`src/core/melody_pkg.sv`:
```
// melody and buzzer driver: shared constants and types
// assumes a single 20 MHz clock and a nibble-wide register port
package melody_pkg;

	// clock and time base
	localparam int CLK_HZ = 20000000;
	localparam int TB_TICK_HZ = 8192;
	localparam int TONE_TICK_HZ = 131072;
	localparam int TB_DIV = CLK_HZ / TB_TICK_HZ;
	localparam int TONE_DIV = CLK_HZ / TONE_TICK_HZ;
	localparam int TB_W = 13;
	localparam int TAP_4K = 0;
	localparam int TAP_32HZ = 7;
	localparam int TAP_8HZ = 9;
	localparam int TAP_1HZ = 12;

	// note length unit
	localparam longint UNIT_NS = 64'd1953125;
	localparam int UNIT_TB_TICKS = int'((UNIT_NS * TB_TICK_HZ) / 64'd1000000000);
	localparam logic [3:0] UNIT_LAST_PHASE = 4'(UNIT_TB_TICKS - 1);

	// register map
	localparam int REG_AW = 10;
	localparam logic [REG_AW-1:0] BEAT_RATE_OFFSET = 10'h096;
	localparam logic [REG_AW-1:0] TUNE_CONTROL_OFFSET = 10'h097;
	localparam logic [3:0] BEAT_RATE_RESET = 4'h0;
	localparam logic [3:0] TUNE_CONTROL_RESET = 4'h0;
	localparam int ACTIVE_BIT = 3;
	localparam int BEEP_EN_BIT = 2;
	localparam int MODE_HI_BIT = 1;
	localparam int MODE_LO_BIT = 0;

	// melody word layout
	localparam int ROM_AW = 13;
	localparam int WORD_LAST_BIT = 15;
	localparam int LEN_HI = 13;
	localparam int LEN_LO = 8;
	localparam int TONE_HI = 6;
	localparam int TONE_LO = 0;
	localparam int TONE_OFFSET = 2;
	localparam int SINGLE_FALLS = 2;

	typedef enum logic [1:0] {
		BEEP_INTER1 = 2'b00,
		BEEP_INTER2 = 2'b01,
		BEEP_SINGLE = 2'b10,
		BEEP_CONT = 2'b11
	} beep_mode_type;

	typedef enum logic [1:0] {
		ST_IDLE = 2'b00,
		ST_FETCH = 2'b01,
		ST_LOAD = 2'b10,
		ST_PLAY = 2'b11
	} play_state_type;

endpackage

```
`src/core/melody_buzzer_driver.sv`:
```
// melody sequencer and buzzer driver with its two registers
// assumes program memory answers one cycle after rom_rd, same clock
`timescale 1ns/10ps

////////////////////////////////////////////////////////////////////////////////
module melody_buzzer_driver #(
	parameter logic IDLE_NEG_LEVEL = 1'b0
) (
	// clock and reset
	input wire logic mclk,
	input wire logic rst,
	// register port
	input wire logic [melody_pkg::REG_AW-1:0] reg_addr,
	input wire logic [3:0] reg_wdata,
	input wire logic reg_wr,
	input wire logic reg_rd,
	output logic [3:0] reg_rdata,
	// start instruction
	input wire logic tune_start_instr,
	input wire logic [melody_pkg::ROM_AW-1:0] tune_start_addr,
	// program memory
	output logic rom_rd,
	output logic [melody_pkg::ROM_AW-1:0] rom_addr,
	input wire logic [15:0] rom_data,
	// interrupt request
	output logic tune_done_irq,
	// pins
	output logic tune_out_pos,
	output logic tune_out_neg
);

	typedef struct packed {
		logic [3:0] beat_rate;
		logic tune_active_flag;
		logic beeper_enable;
		logic beeper_mode_sel_hi;
		logic beeper_mode_sel_lo;
		logic [3:0] rdata;
		melody_pkg::play_state_type state;
		logic [melody_pkg::ROM_AW-1:0] next_addr;
		logic [melody_pkg::ROM_AW-1:0] pend_addr;
		logic pend;
		logic last;
		logic [6:0] tone;
		logic [10:0] units;
		logic [melody_pkg::TB_W-1:0] tb;
		logic tap32_prev;
		logic beep_prev;
		logic [1:0] falls;
		logic rom_rd;
		logic [melody_pkg::ROM_AW-1:0] rom_addr;
		logic irq;
		logic out_pos;
		logic out_neg;
	} drv_state_type;

	drv_state_type st_reg;
	drv_state_type st_next;

	logic tb_tick;
	logic tone_tick;
	logic tone_wave;
	logic audible;
	logic [7:0] tone_half;

	function automatic logic [10:0] note_units(input logic [3:0] tp, input logic [5:0] len);
		logic [4:0] tp_eff;
		logic [6:0] len_eff;
		tp_eff = (tp == 4'h0) ? 5'h02 : {1'b0, tp} + 5'h01;
		len_eff = (len == 6'h00) ? 7'h02 : {1'b0, len} + 7'h01;
		note_units = 11'(tp_eff * len_eff);
	endfunction

	////////////////////////////////////////////////////////////////////////////
	// time base and tone clocks

	tick_divider #(
		.DIV(melody_pkg::TB_DIV)
	) tb_div (
		.mclk(mclk),
		.rst(rst),
		.tick(tb_tick)
	);

	tick_divider #(
		.DIV(melody_pkg::TONE_DIV)
	) tone_div (
		.mclk(mclk),
		.rst(rst),
		.tick(tone_tick)
	);

	// tone pitch from half period of N+2 ticks at twice 65536 Hz
	assign audible = st_reg.tune_active_flag && (st_reg.state == melody_pkg::ST_PLAY)
		&& (st_reg.tone[6:2] != 5'h00);
	assign tone_half = {1'b0, st_reg.tone} + 8'(melody_pkg::TONE_OFFSET);

	tone_gen tone_unit (
		.mclk(mclk),
		.rst(rst),
		.tick(tone_tick),
		.enable(audible),
		.half(tone_half),
		.wave(tone_wave)
	);

	////////////////////////////////////////////////////////////////////////////
	// next state

	always_comb begin
		logic unit_pulse;
		logic tap32_fall;
		logic buzz_gate;
		logic buzz_level;
		logic pos;
		melody_pkg::beep_mode_type mode;
		unit_pulse = 1'b0;
		tap32_fall = 1'b0;
		buzz_gate = 1'b0;
		buzz_level = 1'b0;
		pos = 1'b0;
		mode = melody_pkg::BEEP_INTER1;
		st_next = st_reg;
		st_next.irq = 1'b0;
		st_next.rom_rd = 1'b0;

		// free-running time base
		if (tb_tick) begin
			st_next.tb = st_reg.tb + 1'b1;
		end
		unit_pulse = tb_tick && (st_reg.tb[3:0] == melody_pkg::UNIT_LAST_PHASE);
		st_next.tap32_prev = st_reg.tb[melody_pkg::TAP_32HZ];
		tap32_fall = st_reg.tap32_prev && !st_reg.tb[melody_pkg::TAP_32HZ];

		// sequencer
		unique case (st_reg.state)
			melody_pkg::ST_IDLE: begin
			end
			melody_pkg::ST_FETCH: begin
				st_next.state = melody_pkg::ST_LOAD;
			end
			melody_pkg::ST_LOAD: begin
				st_next.last = rom_data[melody_pkg::WORD_LAST_BIT];
				st_next.tone = rom_data[melody_pkg::TONE_HI:melody_pkg::TONE_LO];
				st_next.units = note_units(st_reg.beat_rate,
					rom_data[melody_pkg::LEN_HI:melody_pkg::LEN_LO]);
				st_next.irq = rom_data[melody_pkg::WORD_LAST_BIT];
				st_next.next_addr = st_reg.rom_addr + 1'b1;
				st_next.state = melody_pkg::ST_PLAY;
			end
			melody_pkg::ST_PLAY: begin
				if (unit_pulse) begin
					st_next.units = st_reg.units - 1'b1;
					if (st_reg.units == 11'h001) begin
						if (st_reg.pend) begin
							st_next.pend = 1'b0;
							st_next.rom_addr = st_reg.pend_addr;
							st_next.rom_rd = 1'b1;
							st_next.state = melody_pkg::ST_FETCH;
						end else if (st_reg.last) begin
							st_next.tune_active_flag = 1'b0;
							st_next.state = melody_pkg::ST_IDLE;
						end else begin
							st_next.rom_addr = st_reg.next_addr;
							st_next.rom_rd = 1'b1;
							st_next.state = melody_pkg::ST_FETCH;
						end
					end
				end
			end
		endcase

		// single tone timeout, counted from the enable rising edge
		st_next.beep_prev = st_reg.beeper_enable;
		if (st_reg.beeper_enable && !st_reg.beep_prev) begin
			st_next.falls = 2'b00;
		end else if (st_reg.beeper_enable && tap32_fall
			&& ({st_reg.beeper_mode_sel_hi, st_reg.beeper_mode_sel_lo}
			== melody_pkg::BEEP_SINGLE)) begin
			if (st_reg.falls == 2'(melody_pkg::SINGLE_FALLS - 1)) begin
				st_next.beeper_enable = 1'b0;
			end else begin
				st_next.falls = st_reg.falls + 2'b01;
			end
		end

		// register writes
		if (reg_wr && reg_addr == melody_pkg::BEAT_RATE_OFFSET) begin
			st_next.beat_rate = reg_wdata;
		end
		if (reg_wr && reg_addr == melody_pkg::TUNE_CONTROL_OFFSET) begin
			st_next.beeper_enable = reg_wdata[melody_pkg::BEEP_EN_BIT];
			st_next.beeper_mode_sel_hi = reg_wdata[melody_pkg::MODE_HI_BIT];
			st_next.beeper_mode_sel_lo = reg_wdata[melody_pkg::MODE_LO_BIT];
			if (!reg_wdata[melody_pkg::ACTIVE_BIT]) begin
				// immediate halt; end data loaded by software is not needed here
				st_next.tune_active_flag = 1'b0;
				st_next.state = melody_pkg::ST_IDLE;
				st_next.pend = 1'b0;
				st_next.rom_rd = 1'b0;
			end
		end

		// start instruction wins over a same-cycle halt
		if (tune_start_instr) begin
			if (st_next.tune_active_flag) begin
				st_next.pend = 1'b1;
				st_next.pend_addr = tune_start_addr;
			end else begin
				st_next.tune_active_flag = 1'b1;
				st_next.rom_addr = tune_start_addr;
				st_next.rom_rd = 1'b1;
				st_next.state = melody_pkg::ST_FETCH;
			end
			st_next.beeper_enable = 1'b0;
		end

		// buzzer gating
		mode = melody_pkg::beep_mode_type'({st_reg.beeper_mode_sel_hi,
			st_reg.beeper_mode_sel_lo});
		unique case (mode)
			melody_pkg::BEEP_INTER1: begin
				buzz_gate = st_reg.tb[melody_pkg::TAP_8HZ];
			end
			melody_pkg::BEEP_INTER2: begin
				buzz_gate = st_reg.tb[melody_pkg::TAP_8HZ]
					&& !st_reg.tb[melody_pkg::TAP_1HZ];
			end
			melody_pkg::BEEP_SINGLE: begin
				buzz_gate = 1'b1;
			end
			melody_pkg::BEEP_CONT: begin
				buzz_gate = 1'b1;
			end
		endcase
		buzz_level = st_reg.beeper_enable && buzz_gate
			&& st_reg.tb[melody_pkg::TAP_4K];

		// pin drive, melody first
		if (st_reg.tune_active_flag) begin
			pos = audible && tone_wave;
		end else begin
			pos = buzz_level;
		end
		st_next.out_pos = pos;
		if (st_reg.tune_active_flag || st_reg.beeper_enable) begin
			st_next.out_neg = ~pos;
		end else begin
			st_next.out_neg = IDLE_NEG_LEVEL;
		end

		// read data one cycle after the strobe
		st_next.rdata = 4'h0;
		if (reg_rd && reg_addr == melody_pkg::BEAT_RATE_OFFSET) begin
			st_next.rdata = st_reg.beat_rate;
		end else if (reg_rd && reg_addr == melody_pkg::TUNE_CONTROL_OFFSET) begin
			st_next.rdata = {st_reg.tune_active_flag, st_reg.beeper_enable,
				st_reg.beeper_mode_sel_hi, st_reg.beeper_mode_sel_lo};
		end
	end

	////////////////////////////////////////////////////////////////////////////
	// state register

	always_ff @(posedge mclk) begin
		if (rst) begin
			st_reg <= '0;
			st_reg.beat_rate <= melody_pkg::BEAT_RATE_RESET;
			st_reg.out_neg <= IDLE_NEG_LEVEL;
		end else begin
			st_reg <= st_next;
		end
	end

	assign reg_rdata = st_reg.rdata;
	assign rom_rd = st_reg.rom_rd;
	assign rom_addr = st_reg.rom_addr;
	assign tune_done_irq = st_reg.irq;
	assign tune_out_pos = st_reg.out_pos;
	assign tune_out_neg = st_reg.out_neg;

endmodule

```
`src/core/tick_divider.sv`:
```
// enable pulse divider: one-cycle pulse every DIV clocks
// assumes one clock domain and synchronous active-high reset
`timescale 1ns/10ps
module tick_divider #(
	parameter int DIV = 2441
) (
	// clock and reset
	input wire logic mclk,
	input wire logic rst,
	// enable pulse
	output logic tick
);
	localparam int CW = $clog2(DIV);

	typedef struct packed {
		logic [CW-1:0] count;
		logic tick;
	} div_state_type;

	div_state_type st_reg;
	div_state_type st_next;

	always_comb begin
		st_next = st_reg;
		st_next.tick = 1'b0;
		if (st_reg.count == CW'(DIV - 1)) begin
			st_next.count = '0;
			st_next.tick = 1'b1;
		end else begin
			st_next.count = st_reg.count + 1'b1;
		end
	end

	always_ff @(posedge mclk) begin
		if (rst) begin
			st_reg <= '0;
		end else begin
			st_reg <= st_next;
		end
	end

	assign tick = st_reg.tick;
endmodule

```
`src/core/tone_gen.sv`:
```
// square wave of period 2*half ticks, held low while disabled
// assumes tick is a one-cycle enable on the same clock
`timescale 1ns/10ps
module tone_gen (
	// clock and reset
	input wire logic mclk,
	input wire logic rst,
	// control
	input wire logic tick,
	input wire logic enable,
	input wire logic [7:0] half,
	// wave
	output logic wave
);
	typedef struct packed {
		logic [7:0] count;
		logic wave;
	} tone_state_type;

	tone_state_type st_reg;
	tone_state_type st_next;

	always_comb begin
		st_next = st_reg;
		if (!enable) begin
			st_next = '0;
		end else if (tick) begin
			if (st_reg.count >= half - 8'h01) begin
				st_next.count = 8'h00;
				st_next.wave = ~st_reg.wave;
			end else begin
				st_next.count = st_reg.count + 8'h01;
			end
		end
	end

	always_ff @(posedge mclk) begin
		if (rst) begin
			st_reg <= '0;
		end else begin
			st_reg <= st_next;
		end
	end

	assign wave = st_reg.wave;
endmodule

```
`config.mk`:
```
export PLATFORM = sky130hd
export DESIGN_NAME = melody_buzzer_driver
export DESIGN_NICKNAME = d
export VERILOG_FILES = /design/src/core/melody_pkg.sv /design/src/core/melody_buzzer_driver.sv /design/src/core/tick_divider.sv /design/src/core/tone_gen.sv
export SDC_FILE = /design/constraint.sdc
export NUM_CORES = 1
export LEC_CHECK = 0
export ABC_CLOCK_PERIOD_IN_PS = 6400
export BUFFER_PORTS_ARGS = -buffer_cell sky130_fd_sc_hd__buf_2
export CAP_MARGIN = 20
export CORE_ASPECT_RATIO = 0.75
export CORE_MARGIN = 1
export CORE_UTILIZATION = 60
export CTS_CLUSTER_DIAMETER = 100
export DETAILED_ROUTE_END_ITERATION = 6
export PLACE_DENSITY = 0.91
export SETUP_SLACK_MARGIN = 0.02
export SYNTH_ARGS = -nofsm -noshare
export SYNTH_HDL_FRONTEND = slang
export SYNTH_SLANG_ARGS = --single-unit
```
`constraint.sdc`:
```
create_clock -name mclk -period 6.4 [get_ports mclk]
set_input_delay 1.28 -clock mclk [delete_from_list [all_inputs] [get_ports mclk]]
set_output_delay 1.28 -clock mclk [all_outputs]
set_load 0.02 [all_outputs]
```
## After elaboration in Yosys (flattened, before gate mapping)

Index checks and enable logic that the tools add are counted.

- Add/sub/neg operators: 11
- Multipliers: 1
- $lt $le $gt $ge: 1
- Equal/unequal tests: 15
- Mux-type cells: 47
- Bitwise operators: 6
- Reduce and logical (&&, ||, !) cells: 39

Operators by type and width:

| kind | number |
|---|---|
| 2-to-1 mux 14 bit | 7 |
| adder 13 x 1 -> 13 bit (second input constant) | 2 |
| 2-to-1 mux 1 bit | 22 |
| case mux 11 bit (2 select lines) | 1 |
| equality test 10 x 8 -> 1 bit (second input constant) | 2 |
| adder 8 x 1 -> 8 bit (second input constant) | 2 |
| 2-to-1 mux 2 bit | 8 |
| OR reduction 2 bit | 8 |
| logical AND 1 bit | 15 |
| adder 12 x 1 -> 12 bit (second input constant) | 1 |
| equality test 12 bit (second input constant) | 1 |
| 2-to-1 mux 4 bit | 3 |
| equality test 11 x 1 -> 1 bit (second input constant) | 1 |
| multiplier 5 x 7 -> 11 bit | 1 |
| 2-to-1 mux 11 bit | 1 |
| subtractor 11 x 1 -> 11 bit (second input constant) | 1 |
| adder 7 x 2 -> 8 bit (second input constant) | 1 |
| equality test 2 bit (second input constant) | 4 |
| equality test 8 bit (second input constant) | 1 |
| greater-or-equal comparator 8 bit | 1 |
| 2-to-1 mux 8 bit | 1 |
| AND reduction 2 bit | 4 |
| subtractor 8 x 1 -> 8 bit (second input constant) | 1 |
| adder 6 x 1 -> 7 bit (second input constant) | 1 |
| 19 further kinds | 30 |

- Register bits: 125
- Output and inout bits: 21
- Word-level logic and storage cells: 148

## Logic depth before layout (Yosys ltp)

- Depth after elaboration: 9
- Mapped depth: 19
- Gate-level depth less buffers: 19

## Hierarchy

From an unflattened synthesis, not the netlist that was laid out.

- Cell total of the unflattened synthesis: 919
- Area, all modules: 7614.8 µm²

By module, submodules not included:

| module | times used | cells each | area each (µm²) |
|---|---|---|---|
| melody_buzzer_driver | 1 | 736 | 5909.4 |
| tone_gen | 1 | 76 | 709.4 |
| tick_divider at tb_div | 1 | 65 | 603.1 |
| tick_divider at tone_div | 1 | 42 | 392.9 |

## Worst setup path after synthesis

OpenSTA, ideal clock, no wires.

- Path kind: input-to-reg
- Start point: input rom_data[8]
- End point: register st_reg[40] (netlist bit)
- Setup time: 128 ps
- Arrival: 4989 ps
- Required time: 6272 ps
- Path slack: 1283 ps
- Cell stages on the path: 17
- Buffers on the path: 0
- Path through: inv_1 ha_1 nor4b_1 nor3_1 a21oi_1 or2_2 fa_1 fa_1 fa_1 inv_1 ha_1 nor2b_1 o21a_1 or3_1 a31o_2 a22oi_1 nor2_1

- Longest elaborated chain between the ends: 4
- Elaborated cells on any way between the ends: 5
- Those cells by class: 1 x add/sub; 1 x mul; 2 x mux; 1 x reduce/logical

Ends and longest elaborated chain:

| what | RTL line | text |
|---|---|---|
| from (decl) | melody_buzzer_driver.sv:24 | `input wire logic [15:0] rom_data,` |
| adder 6 x 1 -> 7 bit or logical NOT 6 bit (tied branches) | melody_buzzer_driver.sv:70 | `len_eff = (len == 6'h00) ? 7'h02 : {1'b0, len} + 7'h01;` |
| 2-to-1 mux 7 bit * | melody_buzzer_driver.sv:70 |  |
| multiplier 5 x 7 -> 11 bit * | melody_buzzer_driver.sv:71 | `note_units = 11'(tp_eff * len_eff);` |
| case mux 11 bit (2 select lines) * | melody_buzzer_driver.sv:136 | `unique case (st_reg.state)` |
| to (signal assigned) | melody_buzzer_driver.sv:271 | `st_reg <= st_next;` |
| to (decl) | melody_buzzer_driver.sv:57 | `drv_state_type st_reg;` |

Mark *: on every way between the ends. The rest lies on a longest branch, timed or not.
A chain may end at the register's enable or synchronous reset.

## Final worst setup path

Ends and elaborated chain as after synthesis.

==> impl_metrics.ini <==
[power_and_ir_drop]
p_sw_share_pct = 24.68
power.share.clock_pct = 50.9
p_seq_share_pct = 41.2
p_leak_uw = 0.003289
switchingPower_uw = 495.1
max-vdd-ir-drop_v = 0.0002040
intPower_uw = 1511
p_comb_share_pct = 8.0
powerDensity_nw_per_um2 = 250.0

[layout]
regArea_um2 = 2502
nFillCells = 868
fin_nets = 997
areaGrowthSynthToFinish_pct = 12.64
diodes = 0
layout-drive-gt1-share_pct = 14.11
multiInputGateArea_um2 = 4188
largest_reg_flops = 71

[detailed_routing]
wl_um = 16290
ant_nets = 0
vias = 6112
vias_per_cell = 5.717
drt_iter0_drc = 594
firstDrtPassIters = 5
drcViolationCount = 0
wl_per_cell_um = 15.23

[die]
dieArea_um2 = 12320
start_util_pct = 61.57
pin_count = 69
core_um2 = 11570
row_count = 34
die_y_um = 96.37
die-width_um = 127.8

[synthesis]
netlist_area_um2 = 7124
async_reset_ff_share_pct = 0
synth_cell_types = 64
syn_inst = 860
yosysSeqAreaShare_pct = 35.12
avgSynthCellArea_um2 = 8.284
synth_ff_type = dfxtp_1
synth_edf_count = 0
ys_ff_latch = 125
synth_nets = 963
yosysWarnings = 0

[sta]
final_hold_viol_count = 0
drv_slew = 0
tightestPinTransition_ps = 1053
setup_viol = 0
clock.fmax_mhz = 191.5
max-slew-margin-rel_pct = 29.53
rsz0062_at_grt = false
min_period_ps = 5222
fin_ws_ps = 1178
finalCritPeriodShare_pct = 81.59
finalClockSkew_ps = 9.318
fin_tns_setup_ps = 0

[placement]
dp_slack_ps = 752.0
routabilityCongestion = 0.9164
portBuffers = 66
dpl.hpwl_um = 10550

[clock_network]
clk_latency_ps = 420
cts-root-buf = clkbuf_16
cts_tree = built
path_clk_slew_ps = 60
cts_setup_buffers = 0
cts-resized-gates = 0
cts_inserted_buffers = 17
clk_path_buf_depth = 2
ctsHoldBuffers = 0
cts_max_level = 4
cts_num_sinks = 125

[global_routing]
grt_max_degree = 89
grt_pass1_wl_um = 26630
grt_overflow = 0
grtUsageTotal_pct = 27.69
grt_antenna_before_repair = 0
grt_pass1_vias = 5645

[job]
max_cap_violations = 0

[critical_path]
path_max_fanout = 6
cp.required_ps = 6670
worstSetupStartpointType = input port
arrival_ps = 5490
cp-end-kind = flip-flop
crit_type = in -> reg

[worst_hold_path]
hold_path_class = reg -> reg

[run_status]
status = complete, no violations
critical path, stage by stage:
cell	delay, ps
buf_2	130
inv_1	60
ha_1	140
nor4b_1	310
nor3_1	80
a21oi_1	330
or2_2	190
fa_1	450
fa_1	540
fa_1	550
inv_1	40
ha_1	310
nor2b_1	170
o21a_1	180
or3_1	300
a31o_2	240
a22oi_1	130
nor2_1	50
power groups by stage:
stage / combinational [µW] / sequential, µW / clock, µW
6_report: 160 / 826 / 1020
5_1_grt: 179 / 828 / 1060
3_5_place_dp: 155 / 841 / 0
2_1_floorplan: 119 / 833 / 0
4_1_cts: 158 / 825 / 1020
3_3_place_gp: 150 / 840 / 0
placed cells by master, fill, tap and decap left out, types with 37 or more instances in the layout:
cell type	n
ha_1	41
inv_1	41
nand3_1	37
dfxtp_1	125
a21oi_1	49
nand2_1	107
nor2_1	105
buf_2	66
xor2_1	40
through the flow:
stage / cells / power (µW) / instance area (µm²) / hold WS [ps] / util, %
final: 1069 / 2006 / 8025 / 454.1 / 69.36
after global routing: 1069 / 2068 / 8025 / 466.9 / 69.36
after CTS: 1068 / 2004 / 8018 / 455.8 / 69.29
after detailed placement: 1036 / 995.8 / 7392 / 448.3 / 63.88
after global placement: 1036 / 990.5 / 7392 / 444.3 / 63.88
after floorplan: 860 / 951.8 / 7124 / 426.1 / -
metal layers:
| layer | part of all wire, % | track usage, % | vias to the layer above |
|---|---|---|---|
| met2 | 45 | 43.25 | 245 |
| met1 | 45 | 35.80 | 2822 |
| li1 | - | - | 3010 |
| met4 | 2.0 | 12.06 | 0 |
| met5 | 0 | 0 | - |
| met3 | 7.9 | 8.315 | 35 |
final timing paths:
check	slack, ps	depth (start not counted)	end	from
setup / recovery	1180	18	st_reg[40]	rom_data[8]
hold / removal	450	2	st_reg[18]	st_reg[18]
setup reg to reg	1730	17	st_reg[40]	st_reg[90]
hold reg to reg	450	2	st_reg[18]	st_reg[18]
Yosys cell counts, drive strengths merged, types with 17 or more instances:
| master | number | area share [%] |
|---|---|---|
| nand2 | 108 | 5.7 |
| a21oi | 58 | 4.5 |
| inv | 41 | 2.2 |
| nor3 | 17 | 1.2 |
| dfxtp | 125 | 35 |
| buf | 24 | 2.4 |
| ha | 41 | 7.2 |
| o21ai | 21 | 1.5 |
| nand3 | 37 | 2.6 |
| and3 | 22 | 1.9 |
| xnor2 | 22 | 2.7 |
| nor2 | 105 | 5.5 |
| xor2 | 40 | 4.9 |
| clkbuf | 30 | 1.6 |
logic make-up after synthesis:
| logic type | after synthesis | share of synthesized area, % |
|---|---|---|
| DFF | 125 | 35.12 |
| adders and majority gates | 55 | 11.13 |
| and+or+nand+nor | 362 | 24.38 |
| xor gates and xnor gates | 62 | 7.622 |
| buffers and inverters | 95 | 6.129 |
| AOI/OAI and AO/OA | 149 | 13.93 |
| muxes | 12 | 1.686 |
cell type report:
cell class              count  area share [%]
multi-input cells         640           52.18
flip-flops and latches    125           31.18
clock buffers              21           5.862
repair buffers             69           4.397
well taps                 162           2.526
clock inverters            11           1.933
inverters                  41           1.918
Note: power is estimated with default switching activity, not from simulation.
